File: config.mk
export PLATFORM = sky130hd
export DESIGN_NAME = plf_regs
export DESIGN_NICKNAME = d
export VERILOG_FILES = /design/src/shared/plf_pkg.sv /design/src/rtl/plf_regs.sv
export VERILOG_INCLUDE_DIRS = /design/src /design/src/shared
export SDC_FILE = /design/constraint.sdc
export NUM_CORES = 1
export LEC_CHECK = 0
export BUFFER_PORTS_ARGS = -buffer_cell sky130_fd_sc_hd__clkbuf_2
export CAP_MARGIN = 20
export CORE_ASPECT_RATIO = 1.4
export CORE_MARGIN = 8
export CORE_UTILIZATION = 40
export DETAILED_ROUTE_END_ITERATION = 6
export GPL_TIMING_DRIVEN = 0
export PLACE_DENSITY = 0.81
export SYNTH_ARGS = -nofsm -noshare
export SYNTH_HDL_FRONTEND = slang
export SYNTH_SLANG_ARGS = --single-unit
File: constraint.sdc
create_clock -name pclk -period 1.5 [get_ports pclk]
set_input_delay 0.225 -clock pclk [delete_from_list [all_inputs] [get_ports pclk]]
set_output_delay 0.225 -clock pclk [all_outputs]
set_load 0.02 [all_outputs]
File: src/shared/plf_cfg.svh
// Offsets, field positions, reset values and decode constants of the loop-filter slice.
// Assumes inclusion by bare name from the package and the register module.
`ifndef PLF_CFG_SVH
`define PLF_CFG_SVH
`define PLF_IDX_CAP_ONE 8'h44
`define PLF_IDX_RES_THREE 8'h45
`define PLF_IDX_CAP_THREE 8'h46
`define PLF_IDX_CTRL_ZERO 8'h47
`define PLF_ADDR_W 12
`define PLF_CAP_LSB 0
`define PLF_MODE_BIT 0
`define PLF_RES_LSB 1
`define PLF_PDIV_LSB 2
`define PLF_RST_CAP_ONE 3'h0
`define PLF_RST_RES_THREE 6'h00
`define PLF_RST_MODE 1'h0
`define PLF_RST_CAP_THREE 3'h0
`define PLF_RST_PDIV 3'h7
`define PLF_C1_BASE_PF 9'h005
`define PLF_C1_STEP_PF 9'h032
`define PLF_C3_STEP_PF 6'h05
`define PLF_PDIV_MIN 4'h2
`endif

File: src/shared/plf_pkg.sv
// Types of the loop-filter slice: state record and register selector.
// Assumes plf_cfg.svh is on the include path.
`include "plf_cfg.svh"
package plf_pkg;
  typedef enum logic [4:0] {
    PLF_SEL_NONE = 5'h01,
    PLF_SEL_C1 = 5'h02,
    PLF_SEL_R3 = 5'h04,
    PLF_SEL_C3 = 5'h08,
    PLF_SEL_P2 = 5'h10
  } plf_sel_e;
  typedef struct packed {
    logic [2:0] cap_one;
    logic [5:0] res_three;
    logic mode_sel;
    logic [2:0] cap_three;
    logic [2:0] post_div;
    logic [8:0] cap_one_pf;
    logic [10:0] res_three_ohm;
    logic res_three_known;
    logic [5:0] cap_three_pf;
    logic [3:0] post_div_ratio;
    logic pready;
    logic pslverr;
    logic [31:0] prdata;
  } plf_state_s;
endpackage : plf_pkg

File: src/rtl/plf_regs.sv
// Loop-filter configuration registers of the first synthesizer and
// post-divider register of the second, reached over APB.
// Assumes an APB master on pclk and a nonvolatile loader on pclk.
//
// Design decision made here: the APB interface to the registers.
`timescale 1ns/1ns
`default_nettype none
`include "plf_cfg.svh"
module plf_regs (
  input wire logic pclk,
  input wire logic presetn,
  input wire logic psel,
  input wire logic penable,
  input wire logic pwrite,
  input wire logic [`PLF_ADDR_W-1:0] paddr,
  input wire logic [31:0] pwdata,
  input wire logic [3:0] pstrb,
  output logic [31:0] prdata,
  output logic pready,
  output logic pslverr,
  input wire logic nv_load,
  input wire logic [2:0] nv_cap_one,
  input wire logic [5:0] nv_res_three,
  input wire logic nv_mode_sel,
  input wire logic [2:0] nv_cap_three,
  input wire logic [2:0] nv_post_div,
  output logic [2:0] first_loop_cap_one_code,
  output logic [5:0] first_loop_res_three_code,
  output logic first_loop_filter_mode_sel,
  output logic [2:0] first_loop_cap_three_code,
  output logic [2:0] second_synth_post_div_code,
  output logic [8:0] cap_one_pf,
  output logic [10:0] res_three_ohm,
  output logic res_three_known,
  output logic [5:0] cap_three_pf,
  output logic [3:0] post_div_ratio
);
  plf_pkg::plf_state_s s_q;
  plf_pkg::plf_state_s s_d;
  plf_pkg::plf_sel_e sel;

  // Word address to register
  function automatic plf_pkg::plf_sel_e decode_addr(input logic [`PLF_ADDR_W-1:0] a);
    logic [`PLF_ADDR_W-1:0] c1;
    logic [`PLF_ADDR_W-1:0] r3;
    logic [`PLF_ADDR_W-1:0] c3;
    logic [`PLF_ADDR_W-1:0] p2;
    c1 = {2'h0, `PLF_IDX_CAP_ONE, 2'h0};
    r3 = {2'h0, `PLF_IDX_RES_THREE, 2'h0};
    c3 = {2'h0, `PLF_IDX_CAP_THREE, 2'h0};
    p2 = {2'h0, `PLF_IDX_CTRL_ZERO, 2'h0};
    if (a == c1) begin
      decode_addr = plf_pkg::PLF_SEL_C1;
    end else if (a == r3) begin
      decode_addr = plf_pkg::PLF_SEL_R3;
    end else if (a == c3) begin
      decode_addr = plf_pkg::PLF_SEL_C3;
    end else if (a == p2) begin
      decode_addr = plf_pkg::PLF_SEL_P2;
    end else begin
      decode_addr = plf_pkg::PLF_SEL_NONE;
    end
  endfunction : decode_addr

  // Resistor code to ohms; unlisted codes flagged unknown
  function automatic logic [11:0] res_ohm(input logic [5:0] code);
    case (code)
      6'h00: res_ohm = {1'b1, 11'h012};
      6'h02: res_ohm = {1'b1, 11'h13e};
      6'h04: res_ohm = {1'b1, 11'h206};
      6'h08: res_ohm = {1'b1, 11'h2cd};
      6'h10: res_ohm = {1'b1, 11'h356};
      6'h20: res_ohm = {1'b1, 11'h676};
      default: res_ohm = {1'b0, 11'h000};
    endcase
  endfunction : res_ohm

  always_comb begin
    logic [11:0] r;
    logic wr;
    r = 12'h000;
    wr = 1'b0;
    s_d = s_q;
    sel = decode_addr(paddr);
    // Zero-wait APB: ready in the first access cycle
    s_d.pready = psel & ~penable;
    s_d.pslverr = psel & ~penable & (sel == plf_pkg::PLF_SEL_NONE);
    if (psel & ~penable) begin
      s_d.prdata = 32'h0000_0000;
      case (sel)
        plf_pkg::PLF_SEL_C1: s_d.prdata[2:0] = s_q.cap_one;
        plf_pkg::PLF_SEL_R3: s_d.prdata[6:0] = {s_q.res_three, s_q.mode_sel};
        plf_pkg::PLF_SEL_C3: s_d.prdata[2:0] = s_q.cap_three;
        plf_pkg::PLF_SEL_P2: s_d.prdata[4:2] = s_q.post_div;
        default: s_d.prdata = 32'h0000_0000;
      endcase
    end
    // Startup image from the nonvolatile store
    if (nv_load) begin
      s_d.cap_one = nv_cap_one;
      s_d.res_three = nv_res_three;
      s_d.mode_sel = nv_mode_sel;
      s_d.cap_three = nv_cap_three;
      s_d.post_div = nv_post_div;
    end
    // Software write wins over a same-cycle load
    wr = psel & penable & s_q.pready & pwrite & pstrb[0];
    if (wr) begin
      case (sel)
        plf_pkg::PLF_SEL_C1: s_d.cap_one = pwdata[`PLF_CAP_LSB +: 3];
        plf_pkg::PLF_SEL_R3: begin
          s_d.res_three = pwdata[`PLF_RES_LSB +: 6];
          s_d.mode_sel = pwdata[`PLF_MODE_BIT];
        end
        plf_pkg::PLF_SEL_C3: s_d.cap_three = pwdata[`PLF_CAP_LSB +: 3];
        plf_pkg::PLF_SEL_P2: s_d.post_div = pwdata[`PLF_PDIV_LSB +: 3];
        default: s_d.cap_one = s_d.cap_one;
      endcase
    end
    // Decoded component values follow the stored codes
    s_d.cap_one_pf = `PLF_C1_BASE_PF
        + 9'(`PLF_C1_STEP_PF * {6'h00, s_q.cap_one});
    r = res_ohm(s_q.res_three);
    s_d.res_three_ohm = r[10:0];
    s_d.res_three_known = r[11];
    s_d.cap_three_pf = 6'(`PLF_C3_STEP_PF * {3'h0, s_q.cap_three});
    if (s_q.post_div < 3'h2) begin
      s_d.post_div_ratio = `PLF_PDIV_MIN;
    end else begin
      s_d.post_div_ratio = {1'b0, s_q.post_div} + 4'h1;
    end
  end

  always_ff @(posedge pclk or negedge presetn) begin
    if (!presetn) begin
      s_q <= '{cap_one: `PLF_RST_CAP_ONE, res_three: `PLF_RST_RES_THREE,
               mode_sel: `PLF_RST_MODE, cap_three: `PLF_RST_CAP_THREE,
               post_div: `PLF_RST_PDIV, cap_one_pf: `PLF_C1_BASE_PF,
               res_three_ohm: 11'h012, res_three_known: 1'b1,
               cap_three_pf: 6'h00, post_div_ratio: 4'h8,
               pready: 1'b0, pslverr: 1'b0, prdata: 32'h0000_0000};
    end else begin
      s_q <= s_d;
    end
  end

  assign prdata = s_q.prdata;
  assign pready = s_q.pready;
  assign pslverr = s_q.pslverr;
  assign first_loop_cap_one_code = s_q.cap_one;
  assign first_loop_res_three_code = s_q.res_three;
  assign first_loop_filter_mode_sel = s_q.mode_sel;
  assign first_loop_cap_three_code = s_q.cap_three;
  assign second_synth_post_div_code = s_q.post_div;
  assign cap_one_pf = s_q.cap_one_pf;
  assign res_three_ohm = s_q.res_three_ohm;
  assign res_three_known = s_q.res_three_known;
  assign cap_three_pf = s_q.cap_three_pf;
  assign post_div_ratio = s_q.post_div_ratio;
endmodule : plf_regs
`default_nettype wire

# == Word level (Yosys, flattened, before mapping) ==
# Cells that the tools add are included.
# op_classes
mux,16
n_mul,2
n_reduce_logical,1
bitwise_logic,7
n_eq_ne,14
order_cmp,1
addsub,2
# ops
cell,n
one-hot mux 12 bit (6 select lines),1
"equality test 12 x 9 -> 1 bit, second input constant",4
2-to-1 mux 16 bit,2
2-to-1 mux 5 bit,4
"adder 3 x 9 -> 9 bit, first input constant",1
2-to-1 mux 3 bit,3
"multiplier 5 x 3 -> 8 bit, first input constant",1
2-to-1 mux 7 bit,1
AND 1 bit,6
"equality test 6 x 2 -> 1 bit, second input constant",1
"equality test 6 x 3 -> 1 bit, second input constant",1
"equality test 6 x 4 -> 1 bit, second input constant",1
"equality test 6 x 5 -> 1 bit, second input constant",1
"equality test 6 bit, second input constant",1
zero test 6 bit,1
"multiplier 3 x 3 -> 6 bit, first input constant",1
one-hot mux 2 bit (3 select lines),1
"equality test 5 x 1 -> 1 bit, second input constant",1
"equality test 5 x 2 -> 1 bit, second input constant",1
"equality test 5 x 3 -> 1 bit, second input constant",1
"equality test 5 x 4 -> 1 bit, second input constant",1
"equality test 5 bit, second input constant",1
"adder 3 x 1 -> 4 bit, second input constant",1
2-to-1 mux 4 bit,1
other kinds (5),5
# word_totals
output_inout_bits,81
wordCells,56
ff_bits,56

# == Logic depth before layout (Yosys ltp) ==
# Gate-level depths: netlist (run 1).
# depth
depth_word,8
mapped_depth,7
ltp_nobuf,7

# == Worst setup path before layout (run 1) ==
# No wires, ideal clock.
# synth_path
kind,reg-to-reg
from,"reg s_q, in the netlist first_loop_cap_one_code[1]"
to,"reg s_q, in the netlist cap_one_pf[8]"
t_arrival_ns,1.610
path_buffers,0
setup_ns,0.121
synth_period_minus_slack_ns,1.731
t_required_ns,1.379
slack_ns,-0.231
stages_incl_launch_ff,8
path_cell_list,dfrtp_1 -> inv_1 -> ha_1 -> inv_1 -> ha_1 -> ha_1 -> nand2_1 -> o22a_1
# synth_lines
element,line_no,source
"start, declared",plf_regs.sv:38,plf_pkg::plf_state_s s_q;
"start signal, assigned",plf_regs.sv:136,"s_q <= '{cap_one: `PLF_RST_CAP_ONE, res_three: `PLF_RST_RES_THREE,"

==> flow_summary.json, run 1 <==
{
  "min_period_over_period": 0.988,
  "grt-ovfl-total": 0,
  "coreArea_sq_um": 6800,
  "utilization": 0.557,
  "clk_path_buf_depth": 2,
  "dieArea_sq_um": 9840,
  "slowest_delay_ns": 0.41,
  "fin_worst_skew_ns": 0.0132,
  "cts_max_level": 2,
  "synthTopCellsByCount": "46 x dfrtp_1, 30 x buf_4, 16 x mux2_2, 12 x nand2_1, 11 x mux2i_1",
  "syn_to_final_growth_pct": 37.5,
  "nets": 454,
  "pre_cts_ws_ns": -0.307,
  "drv_slew": 0,
  "p_clk_frac": 0.297,
  "drt_iter0_drc": 53,
  "netSwitchingPower_mw": 1.15,
  "timing.hold.ws_ns": 0.159,
  "powerDensity_nw_per_um2": 1030,
  "synth_cell_types": 44,
  "postRouteWirelength_mm": 7.07,
  "cp-start-kind": "flip-flop",
  "row_count": 36,
  "r2r_slack_ns": 0.02,
  "setup_viol": 0,
  "relSlewSlack": 0.639,
  "layout_min_cycle_time_ns": 1.48,
  "initial_core_util": 0.405,
  "drc_errors": 0,
  "cp_slowest_cell": "dfrtp_2",
  "antenna_found_initial": 0,
  "tightest_slew_ns": 0.542,
  "vias": 2184,
  "clk_pin_slew_ns": 0.10,
  "p_seq_frac": 0.435,
  "die_h_um": 114,
  "p_int_mw": 2.77,
  "vdd_drop_max_v": 0.000437,
  "tns_ns": 0,
  "hold_path.class": "primary input to flip-flop",
  "groute.usage.overall": 0.140,
  "post-synth-top-count-cell": "dfrtp_1",
  "clock-sinks": 54,
  "hold_viol_final": 0,
  "status": "finished, final reports clean",
  "yosys.area.top_type": "dfrtp_1",
  "ant_nets": 0,
  "crit_path_frequent_cell": "ha_4",
  "critPathArrivalTime_ns": 1.68,
  "drive_gt1_frac": 0.539,
  "setup_ws_ns": 0.0173,
  "cp_cell_sequence": "inv_2 -> ha_4 -> inv_4 -> ha_4 -> ha_4 -> nand2_2 -> o22a_1",
  "synth-seq-cells": 54,
  "worstSkewPairLatency_ns": 0.30,
  "synth_area_leaders": "dfrtp_1 42%, buf_4 8.2%, dfstp_2 7.6%",
  "place_congestion": 0.815,
  "async_flop_share": 1.00,
  "synth_area_sq_um": 2760,
  "first_pass_iters": 4,
  "crit_type": "flip-flop to flip-flop",
  "root_buffer": "clkbuf_8",
  "cp_data_required_time_ns": 1.70,
  "maxCapViolations": 0,
  "wl_per_cell_um": 15.0,
  "vias_per_cell": 4.65,
  "grt_pass1_vias": 2317,
  "switching_share": 0.293,
  "place.port_buffers": 94,
  "synth_top_flop_cell": "dfrtp_1",
  "grt_max_degree": 35,
  "worst-path-max-fanout": 4,
  "synth_edf_count": 0,
  "fp.dieW_um": 86.2,
  "syn_inst": 237,
  "clock.fmax_ghz": 0.674,
  "grt_first_pass_wirelength_mm": 10.9,
  "netlist.area_leader.share": 0.418,
  "numCtsBuffers": 5,
  "ys_seq_area_frac": 0.494,
  "cts_tree": "built",
  "leakage_nw": 1.90,
  "diodes": 0,
  "ios": 151,
  "end_kind": "flip-flop",
  "yosysWarnings": 0,
  "place_hpwl_mm": 5.73,
  "rsz0062_at_grt": "true",
  "synth_area_per_cell_sq_um": 11.6,
  "power_frac_comb": 0.269,
  "totalPowerFinal_mw": 3.92
}
-- stage by stage --
step / instances / instance area (sq um)
after floorplan: 261 / 2900
final: 470 / 3790
after global placement: 450 / 3490
after detailed placement: 451 / 3510
after CTS: 462 / 3700
after global routing: 470 / 3790
-- flip-flops by register name, indices dropped and copies added (netlist names) --
signal / flops
res_three_ohm: 10
prdata: 7
res_three_known: 1
cap_three_pf: 6
cap_one_pf: 8
first_loop_cap_one_code: 3
first_loop_cap_three_code: 3
pslverr: 1
first_loop_filter_mode_sel: 1
pready: 1
first_loop_res_three_code: 6
second_synth_post_div_code: 3
post_div_ratio: 4
-- power groups by stage --
stage	Combinational (mW)	Clock [mW]	Sequential [mW]
after floorplan	0.480	0	1.90
after global placement	0.962	0	1.73
after detailed placement	0.987	0	1.74
after CTS	1.00	1.19	1.71
after global routing	1.14	1.24	1.73
final	1.05	1.16	1.70
-- critical path: cells and delay by family, from the launching register on --
family | cells | cell delay (ns)
AO/OA/AOI/OAI | 1 | 0.14
flip-flops | 1 | 0.41
buffers and inverters | 2 | 0.11
adder cells (fa/ha/maj) | 3 | 0.68
AND/OR/NAND/NOR | 1 | 0.04
-- cells in the final DEF, fill, tap and decap left out, types with 2 or more instances in the layout --
cell	Yosys	final
nor4_1	7	7
o21a_1	2	2
dfrtp_1	46	42
or4b_2	2	2
buf_4	30	42
dfstp_2	8	8
nand2_1	12	11
xor2_1	4	4
buf_2	2	3
ha_4	0	3
mux2_1	4	4
nand3_1	2	2
xnor2_1	4	3
nor3_1	7	6
a21oi_1	10	10
or3_4	2	3
dfrtp_2	0	4
o31ai_1	5	5
ha_1	10	7
mux2_2	16	14
o21ai_0	7	7
clkbuf_8	0	6
bufinv_16	0	2
conb_1	2	26
nor2_4	1	2
mux2i_1	11	11
nor2_1	8	7
clkbuf_1	8	4
nor4b_4	2	2
mux2_4	0	2
nand4_1	2	2
or2_2	2	2
clkbuf_2	0	96
-- kinds of logic after synthesis --
kind of cell / Yosys count / share of synthesized area
other: 2 / 0.00272
AO/OA/AOI/OAI: 27 / 0.0581
flip-flops: 54 / 0.494
adder cells (fa/ha/maj): 11 / 0.0490
buffers and inverters: 44 / 0.102
XOR/XNOR: 8 / 0.0254
AND/OR/NAND/NOR: 59 / 0.139
multiplexers: 32 / 0.130
-- layer usage --
| layer | wire length [um] | GRT usage | vias up |
|---|---|---|---|
| met5 | 0 | 0 | - |
| met4 | 102 | 0.0469 | 0 |
| met3 | 618 | 0.0474 | 8 |
| met2 | 3630 | 0.248 | 89 |
| met1 | 2710 | 0.151 | 1043 |
| li1 | - | - | 1044 |
-- area by class of cell --
type	count	area, sq um
Fill cell	586	3010
Sequential cell	54	1370
Multi-Input combinational cell	163	1290
Timing Repair Buffer	106	576
Buffer	41	280
Tap cell	95	119
Clock buffer	6	82.6
Clock inverter	2	60.1
Inverter	3	13.8
-- repair_timing --
| item | 4_1_cts | 5_1_grt |
|---|---|---|
| gates resized for setup | 4 | 17 |
| hold buffers | 1 | 0 |
| pin swaps | 3 | 2 |
| endpoints found under the hold margin | 14 | 0 |
| setup buffers | 2 | 8 |
| endpoints found under the setup margin | 14 | 24 |
-- path summary, 6_finish.rpt --
path                       depth (start not counted)                            to                       start
min                                                2  first_loop_res_three_code[4]                   pwdata[5]
max reg2reg                                        7                 cap_one_pf[8]  first_loop_cap_one_code[1]
min in group asynchronous                          2              res_three_ohm[6]                     presetn
max                                                7                 cap_one_pf[8]  first_loop_cap_one_code[1]
max in group asynchronous                          3             post_div_ratio[3]                     presetn
min reg2reg                                        1                 cap_one_pf[2]  first_loop_cap_one_code[1]
(Power assumes the default switching activity.)
==> inputs of run 2 (changes only) <==
--- a/config.mk
+++ b/config.mk
@@ -6,13 +6,12 @@
 export SDC_FILE = /design/constraint.sdc
 export NUM_CORES = 1
 export LEC_CHECK = 0
-export BUFFER_PORTS_ARGS = -buffer_cell sky130_fd_sc_hd__clkbuf_2
+export BUFFER_PORTS_ARGS = -buffer_cell sky130_fd_sc_hd__buf_4
 export CAP_MARGIN = 20
 export CORE_ASPECT_RATIO = 1.4
 export CORE_MARGIN = 8
 export CORE_UTILIZATION = 40
 export DETAILED_ROUTE_END_ITERATION = 6
-export GPL_TIMING_DRIVEN = 0
 export PLACE_DENSITY = 0.81
 export SYNTH_ARGS = -nofsm -noshare
 export SYNTH_HDL_FRONTEND = slang
==> run 2 against run 1 <==
Compared with the run above:
- critical path depth stayed put
- combinational power rose by 9.5%
- sequential share of layout area down 0.51 points
- clock power down 29%
- global-route usage rose by 0.79 points
- final area increased by 1.4%
- utilization increased by 0.75 points
- via count down 1.3%
- setup slack worse by 0.0058 ns
- die area unchanged
- first-iteration DRC count increased by 120%
- total power decreased by 6.3%
- largest power group unchanged
==> flow_summary.json, run 2 (synthesis results as in run 1) <==
{
  "place.port_buffers": 96,
  "first_pass_iters": 5,
  "critPathArrivalTime_ns": 1.69,
  "fin_worst_skew_ns": 0.00889,
  "crit_start": "first_loop_cap_one_code[1]",
  "stdcell_count": 449,
  "min_period_over_period": 0.992,
  "row_count": 36,
  "grt-ovfl-total": 0,
  "powerDensity_nw_per_um2": 956,
  "clk_path_buf_depth": 2,
  "grt_pass1_vias": 2331,
  "die_h_um": 114,
  "ant_nets": 0,
  "cp-start-kind": "flip-flop",
  "multiInputGateArea_sq_um": 1310,
  "grt_first_pass_wirelength_mm": 11.4,
  "slowest_delay_ns": 0.40,
  "drc_errors": 0,
  "drv_slew": 0,
  "initial_core_util": 0.405,
  "crit_buf_inv": 2,
  "coreArea_sq_um": 6800,
  "nets": 433,
  "antenna_found_initial": 0,
  "clock.fmax_ghz": 0.672,
  "maxCapViolations": 0,
  "worstSkewPairLatency_ns": 0.31,
  "grt_max_degree": 26,
  "groute.usage.overall": 0.148,
  "nFillCells": 573,
  "cts_tree": "built",
  "hold_path.class": "primary input to flip-flop",
  "diodes": 0,
  "layout_min_cycle_time_ns": 1.49,
  "fp.dieW_um": 86.2,
  "worst-path-max-fanout": 3,
  "crit_type": "flip-flop to flip-flop",
  "ios": 151,
  "end_kind": "flip-flop",
  "regToRegStartpoint": "first_loop_cap_one_code[1]",
  "dp.cells": 436,
  "wl_per_cell_um": 16.4,
  "cp_data_required_time_ns": 1.70,
  "drive_gt1_frac": 0.528,
  "layout_commonest_cell": "buf_4",
  "utilization": 0.565,
  "final_cell_mix": "125 x buf_4, 43 x dfrtp_1, 26 x conb_1",
  "dieArea_sq_um": 9840,
  "vdd_drop_max_v": 0.000390,
  "vias_per_cell": 4.80,
  "totalPowerFinal_mw": 3.67,
  "drt_iter0_drc": 119,
  "place_congestion": 0.850,
  "syn_to_final_growth_pct": 39.4,
  "root_buffer": "clkbuf_8",
  "hold_viol_final": 0,
  "cpLargestDelayFamily": "adder cells",
  "seqCellArea_sq_um": 1370,
  "numCtsBuffers": 5,
  "cp_cell_sequence": "inv_2 -> ha_4 -> inv_4 -> ha_4 -> ha_4 -> nand2_2 -> o22a_1",
  "min_from": "pwdata[5]",
  "clk_pin_slew_ns": 0.09,
  "rsz0062_at_grt": "true",
  "clock-sinks": 54,
  "setup_viol": 0,
  "leakage_nw": 1.84,
  "crit_path_frequent_cell": "ha_4",
  "cp_slowest_cell": "dfrtp_2",
  "vias": 2155,
  "cts_max_level": 2,
  "postRouteWirelength_mm": 7.39,
  "largest_reg_flops": 10,
  "tns_ns": 0,
  "status": "finished, final reports clean",
  "place_hpwl_mm": 5.90
}
## run 2: metrics by stage
stage	setup WS [ns]	hold slack [ns]	area (sq um)
6_report	0.0115	0.145	3840
5_1_grt	-0.0406	0.134	3840
4_1_cts	0.00110	0.139	3770
3_5_place_dp	-0.159	0.143	3660
3_3_place_gp	-0.112	0.142	3660
2_1_floorplan	-0.0289	-0.0706	2900
## run 2: final timing paths
check,end,slack (ns),cells after the start
min in group asynchronous,first_loop_res_three_code[0],0.36,2
max,cap_one_pf[8],0.01,7
max in group asynchronous,post_div_ratio[3],0.60,3
min reg2reg,cap_one_pf[2],0.46,1
max reg2reg,cap_one_pf[8],0.01,7
min,first_loop_res_three_code[4],0.14,2
## run 2: area by class of cell
| class | instances | share of cell area |
|---|---|---|
| Multi-Input combinational cell | 163 | 0.340 |
| Sequential cell | 54 | 0.355 |
| Clock inverter | 1 | 0.00130 |
| Clock buffer | 7 | 0.0225 |
| Inverter | 3 | 0.00358 |
| Timing Repair Buffer | 126 | 0.247 |
| Tap cell | 95 | 0.0309 |
## run 2: per-layer routing
layer,vias to the layer above,share of wire,GRT usage
met5,-,0,0
met4,0,0.022,0.0505
met3,12,0.079,0.0560
met2,103,0.52,0.267
met1,1036,0.38,0.151
li1,1004,-,-
## run 2: power by group
group	leakage [nW]	total (mW)	internal (mW)	switching [mW]
Sequential	0.657	1.71	1.61	0.0922
Combinational	1.14	1.15	0.534	0.614
Clock	0.0482	0.819	0.373	0.446
Total	1.84	3.67	2.52	1.15
## run 2: repair_timing
action                                 4_1_cts  5_1_grt
buffers inserted                             1        3
endpoints found under the hold margin       21        0
pin swaps                                    0        5
gates resized for setup                      1       12
hold buffers                                 1        0
setup endpoints to repair                    2       14
==> inputs of run 3 (changes only) <==
--- a/config.mk
+++ b/config.mk
@@ -6,6 +6,7 @@
 export SDC_FILE = /design/constraint.sdc
 export NUM_CORES = 1
 export LEC_CHECK = 0
+export ABC_AREA = 1
 export BUFFER_PORTS_ARGS = -buffer_cell sky130_fd_sc_hd__buf_4
 export CAP_MARGIN = 20
 export CORE_ASPECT_RATIO = 1.4
==> run 3 against run 2 <==
Compared with the run above:
- sequential share of layout area up 2.2 points
- global-route usage about the same
- routed wire length decreased by 2.5%
- worst hold slack got worse by 0.0070 ns
- synthesized area shrank 1.7%
- clock power increased by 19%
- critical path depth down 1
- first-iteration DRC count up 5.9%
- clock skew grew 0.0062 ns
- maximum frequency is 2.4% higher
- total power decreased by 1.7%
- critical endpoint unchanged
- largest power group unchanged
- highest routed layer unchanged
==> flow_summary.json, run 3 <==
{
  "netSwitchingPower_mw": 1.11,
  "rr_worst_depth": 6,
  "synth_cell_types": 34,
  "nets": 484,
  "crit_path_frequent_cell": "ha_4",
  "cp_cell_sequence": "inv_2 -> ha_4 -> inv_1 -> ha_2 -> ha_4 -> a41oi_1",
  "final_cell_mix": "109 x buf_4, 63 x nand2_1, 44 x dfrtp_1",
  "syn_inst": 298,
  "drc_errors": 0,
  "layout_min_cycle_time_ns": 1.45,
  "totalPowerFinal_mw": 3.61,
  "cp-start-kind": "flip-flop",
  "p_int_mw": 2.51,
  "synth_area_leaders": "dfrtp_1 42%, nand2_1 8.7%, buf_4 8.3%",
  "cts_tree": "built",
  "vdd_drop_max_v": 0.000387,
  "ys_seq_area_frac": 0.503,
  "end_kind": "flip-flop",
  "synth_top_flop_cell": "dfrtp_1",
  "diodes": 0,
  "netlist.area_leader.share": 0.425,
  "largest_reg_flops": 10,
  "antenna_found_initial": 0,
  "clk_pin_slew_ns": 0.10,
  "vias_per_cell": 4.73,
  "grt_pass1_vias": 2476,
  "rsz0062_at_grt": "true",
  "post-synth-top-count-cell": "nand2_1",
  "drv_slew": 0,
  "crit_type": "flip-flop to flip-flop",
  "async_flop_share": 1.00,
  "yosys.area.top_type": "dfrtp_1",
  "p_seq_frac": 0.469,
  "critPathArrivalTime_ns": 1.62,
  "initial_core_util": 0.412,
  "wl_per_cell_um": 15.0,
  "maxCapViolations": 0,
  "vias": 2268,
  "place_hpwl_mm": 5.74,
  "synth_area_per_cell_sq_um": 9.09,
  "holdPathStages": 3,
  "slowest_delay_ns": 0.40,
  "synth_area_sq_um": 2710,
  "coreArea_sq_um": 6570,
  "dieArea_sq_um": 9700,
  "postRouteWirelength_mm": 7.20,
  "timing.hold.ws_ns": 0.138,
  "layout_commonest_cell": "buf_4",
  "status": "finished, final reports clean",
  "setup_ws_ns": 0.0468,
  "synth_edf_count": 0,
  "yosysWarnings": 0,
  "hold_viol_final": 0,
  "pre_cts_ws_ns": 0.0540,
  "fp.dieW_um": 85.6,
  "place.port_buffers": 96,
  "worst-path-max-fanout": 4,
  "placed_area_sq_um": 3480,
  "power_frac_comb": 0.262,
  "ant_nets": 0,
  "clock-sinks": 54,
  "drive_gt1_frac": 0.365,
  "root_buffer": "clkbuf_8",
  "first_pass_iters": 4,
  "die_h_um": 113,
  "hold_path.class": "primary input to flip-flop",
  "cts_max_level": 2,
  "synth-seq-cells": 54,
  "p_clk_frac": 0.269,
  "leakage_nw": 1.97,
  "finalInstanceArea_sq_um": 3610,
  "grt_first_pass_wirelength_mm": 11.5,
  "min_period_over_period": 0.969,
  "grt-ovfl-total": 0,
  "switching_share": 0.306,
  "setup_viol": 0,
  "row_count": 35,
  "clock.fmax_ghz": 0.688,
  "relSlewSlack": 0.552,
  "groute.usage.overall": 0.148,
  "drt_iter0_drc": 126,
  "tightest_slew_ns": 0.672,
  "synthTopCellsByCount": "63 x nand2_1, 46 x dfrtp_1, 31 x inv_1, 30 x buf_4, 24 x nand3_1",
  "syn_to_final_growth_pct": 33.4,
  "clk_path_buf_depth": 2,
  "worstSkewPairLatency_ns": 0.31,
  "powerDensity_nw_per_um2": 999,
  "fin_worst_skew_ns": 0.0151,
  "numCtsBuffers": 5,
  "grt_max_degree": 55,
  "ios": 151,
  "cp_slowest_cell": "dfrtp_2",
  "cp_data_required_time_ns": 1.67,
  "place_congestion": 0.835
}
## run 3: cell count changes in the layout (fill, tap and decap cells not counted), moves of 7 or more
cell	change
inv_1	+29
o21ai_2	+7
nand3_1	+22
o21ai_1	+11
nand2_1	+52
nor2_1	+15
mux2_2	-12
buf_4	-16
## run 3: worst max-delay path: cells and delay by family (launching register included)
family                   cells  cell delay, ns
flip-flops                   1            0.40
buffers and inverters        2            0.11
adder cells (fa/ha/maj)      3            0.72
AO/OA/AOI/OAI                1            0.09
## run 3: power groups by stage
| stage | registers (mW) | logic [mW] | clock network [mW] |
|---|---|---|---|
| floorplan | 1.89 | 0.373 | 0 |
| global placement | 1.72 | 0.916 | 0 |
| detailed placement | 1.72 | 0.941 | 0 |
| CTS | 1.70 | 0.950 | 0.980 |
| global route | 1.71 | 1.02 | 1.04 |
| finish | 1.69 | 0.946 | 0.971 |
## run 3: worst paths after layout
| check | end | start | slack [ns] |
|---|---|---|---|
| max reg2reg | cap_one_pf[8] | first_loop_cap_one_code[1] | 0.05 |
| min | second_synth_post_div_code[2] | pwdata[4] | 0.14 |
| max | cap_one_pf[8] | first_loop_cap_one_code[1] | 0.05 |
| min reg2reg | prdata[3] | prdata[3] | 0.49 |
| max in group asynchronous | first_loop_cap_one_code[1] | presetn | 0.51 |
| min in group asynchronous | prdata[1] | presetn | 0.50 |
## run 3: final cells by class
type,count,area (sq um)
clock buffer,6,72.6
clock inverter,2,37.5
fill,581,2960
inverter,32,120
multi-input combinational,201,1100
sequential,54,1360
tap,74,92.6
timing repair buffer,110,828
## run 3: repair_timing
item	CTS	global route
resized for setup	1	0
endpoints found under the hold margin	46	0
endpoints found under the setup margin	2	2
buffers inserted	0	1
hold buffers	1	0
## run 3: kinds of logic after synthesis
family	synth area share
compound gates	0.0721
mux	0.0226
buf+inv	0.138
fa+ha+maj	0.0462
xor+xnor	0.0162
simple gates	0.200
flops	0.503
other cells	0.00277
## run 3: through the flow
step           utilization  cells  TNS [ns]
2_1_floorplan            -    322         0
6_report             0.550    479         0
3_3_place_gp         0.530    469         0
3_5_place_dp         0.530    469         0
4_1_cts              0.549    478         0
5_1_grt              0.550    479  -0.00807
## run 3: layer usage
metal	GRT usage	wire (um)	vias up
li1	-	-	1103
met1	0.143	2610	1057
met2	0.273	3870	89
met3	0.0388	438	19
met4	0.0857	281	0
met5	0	0	-
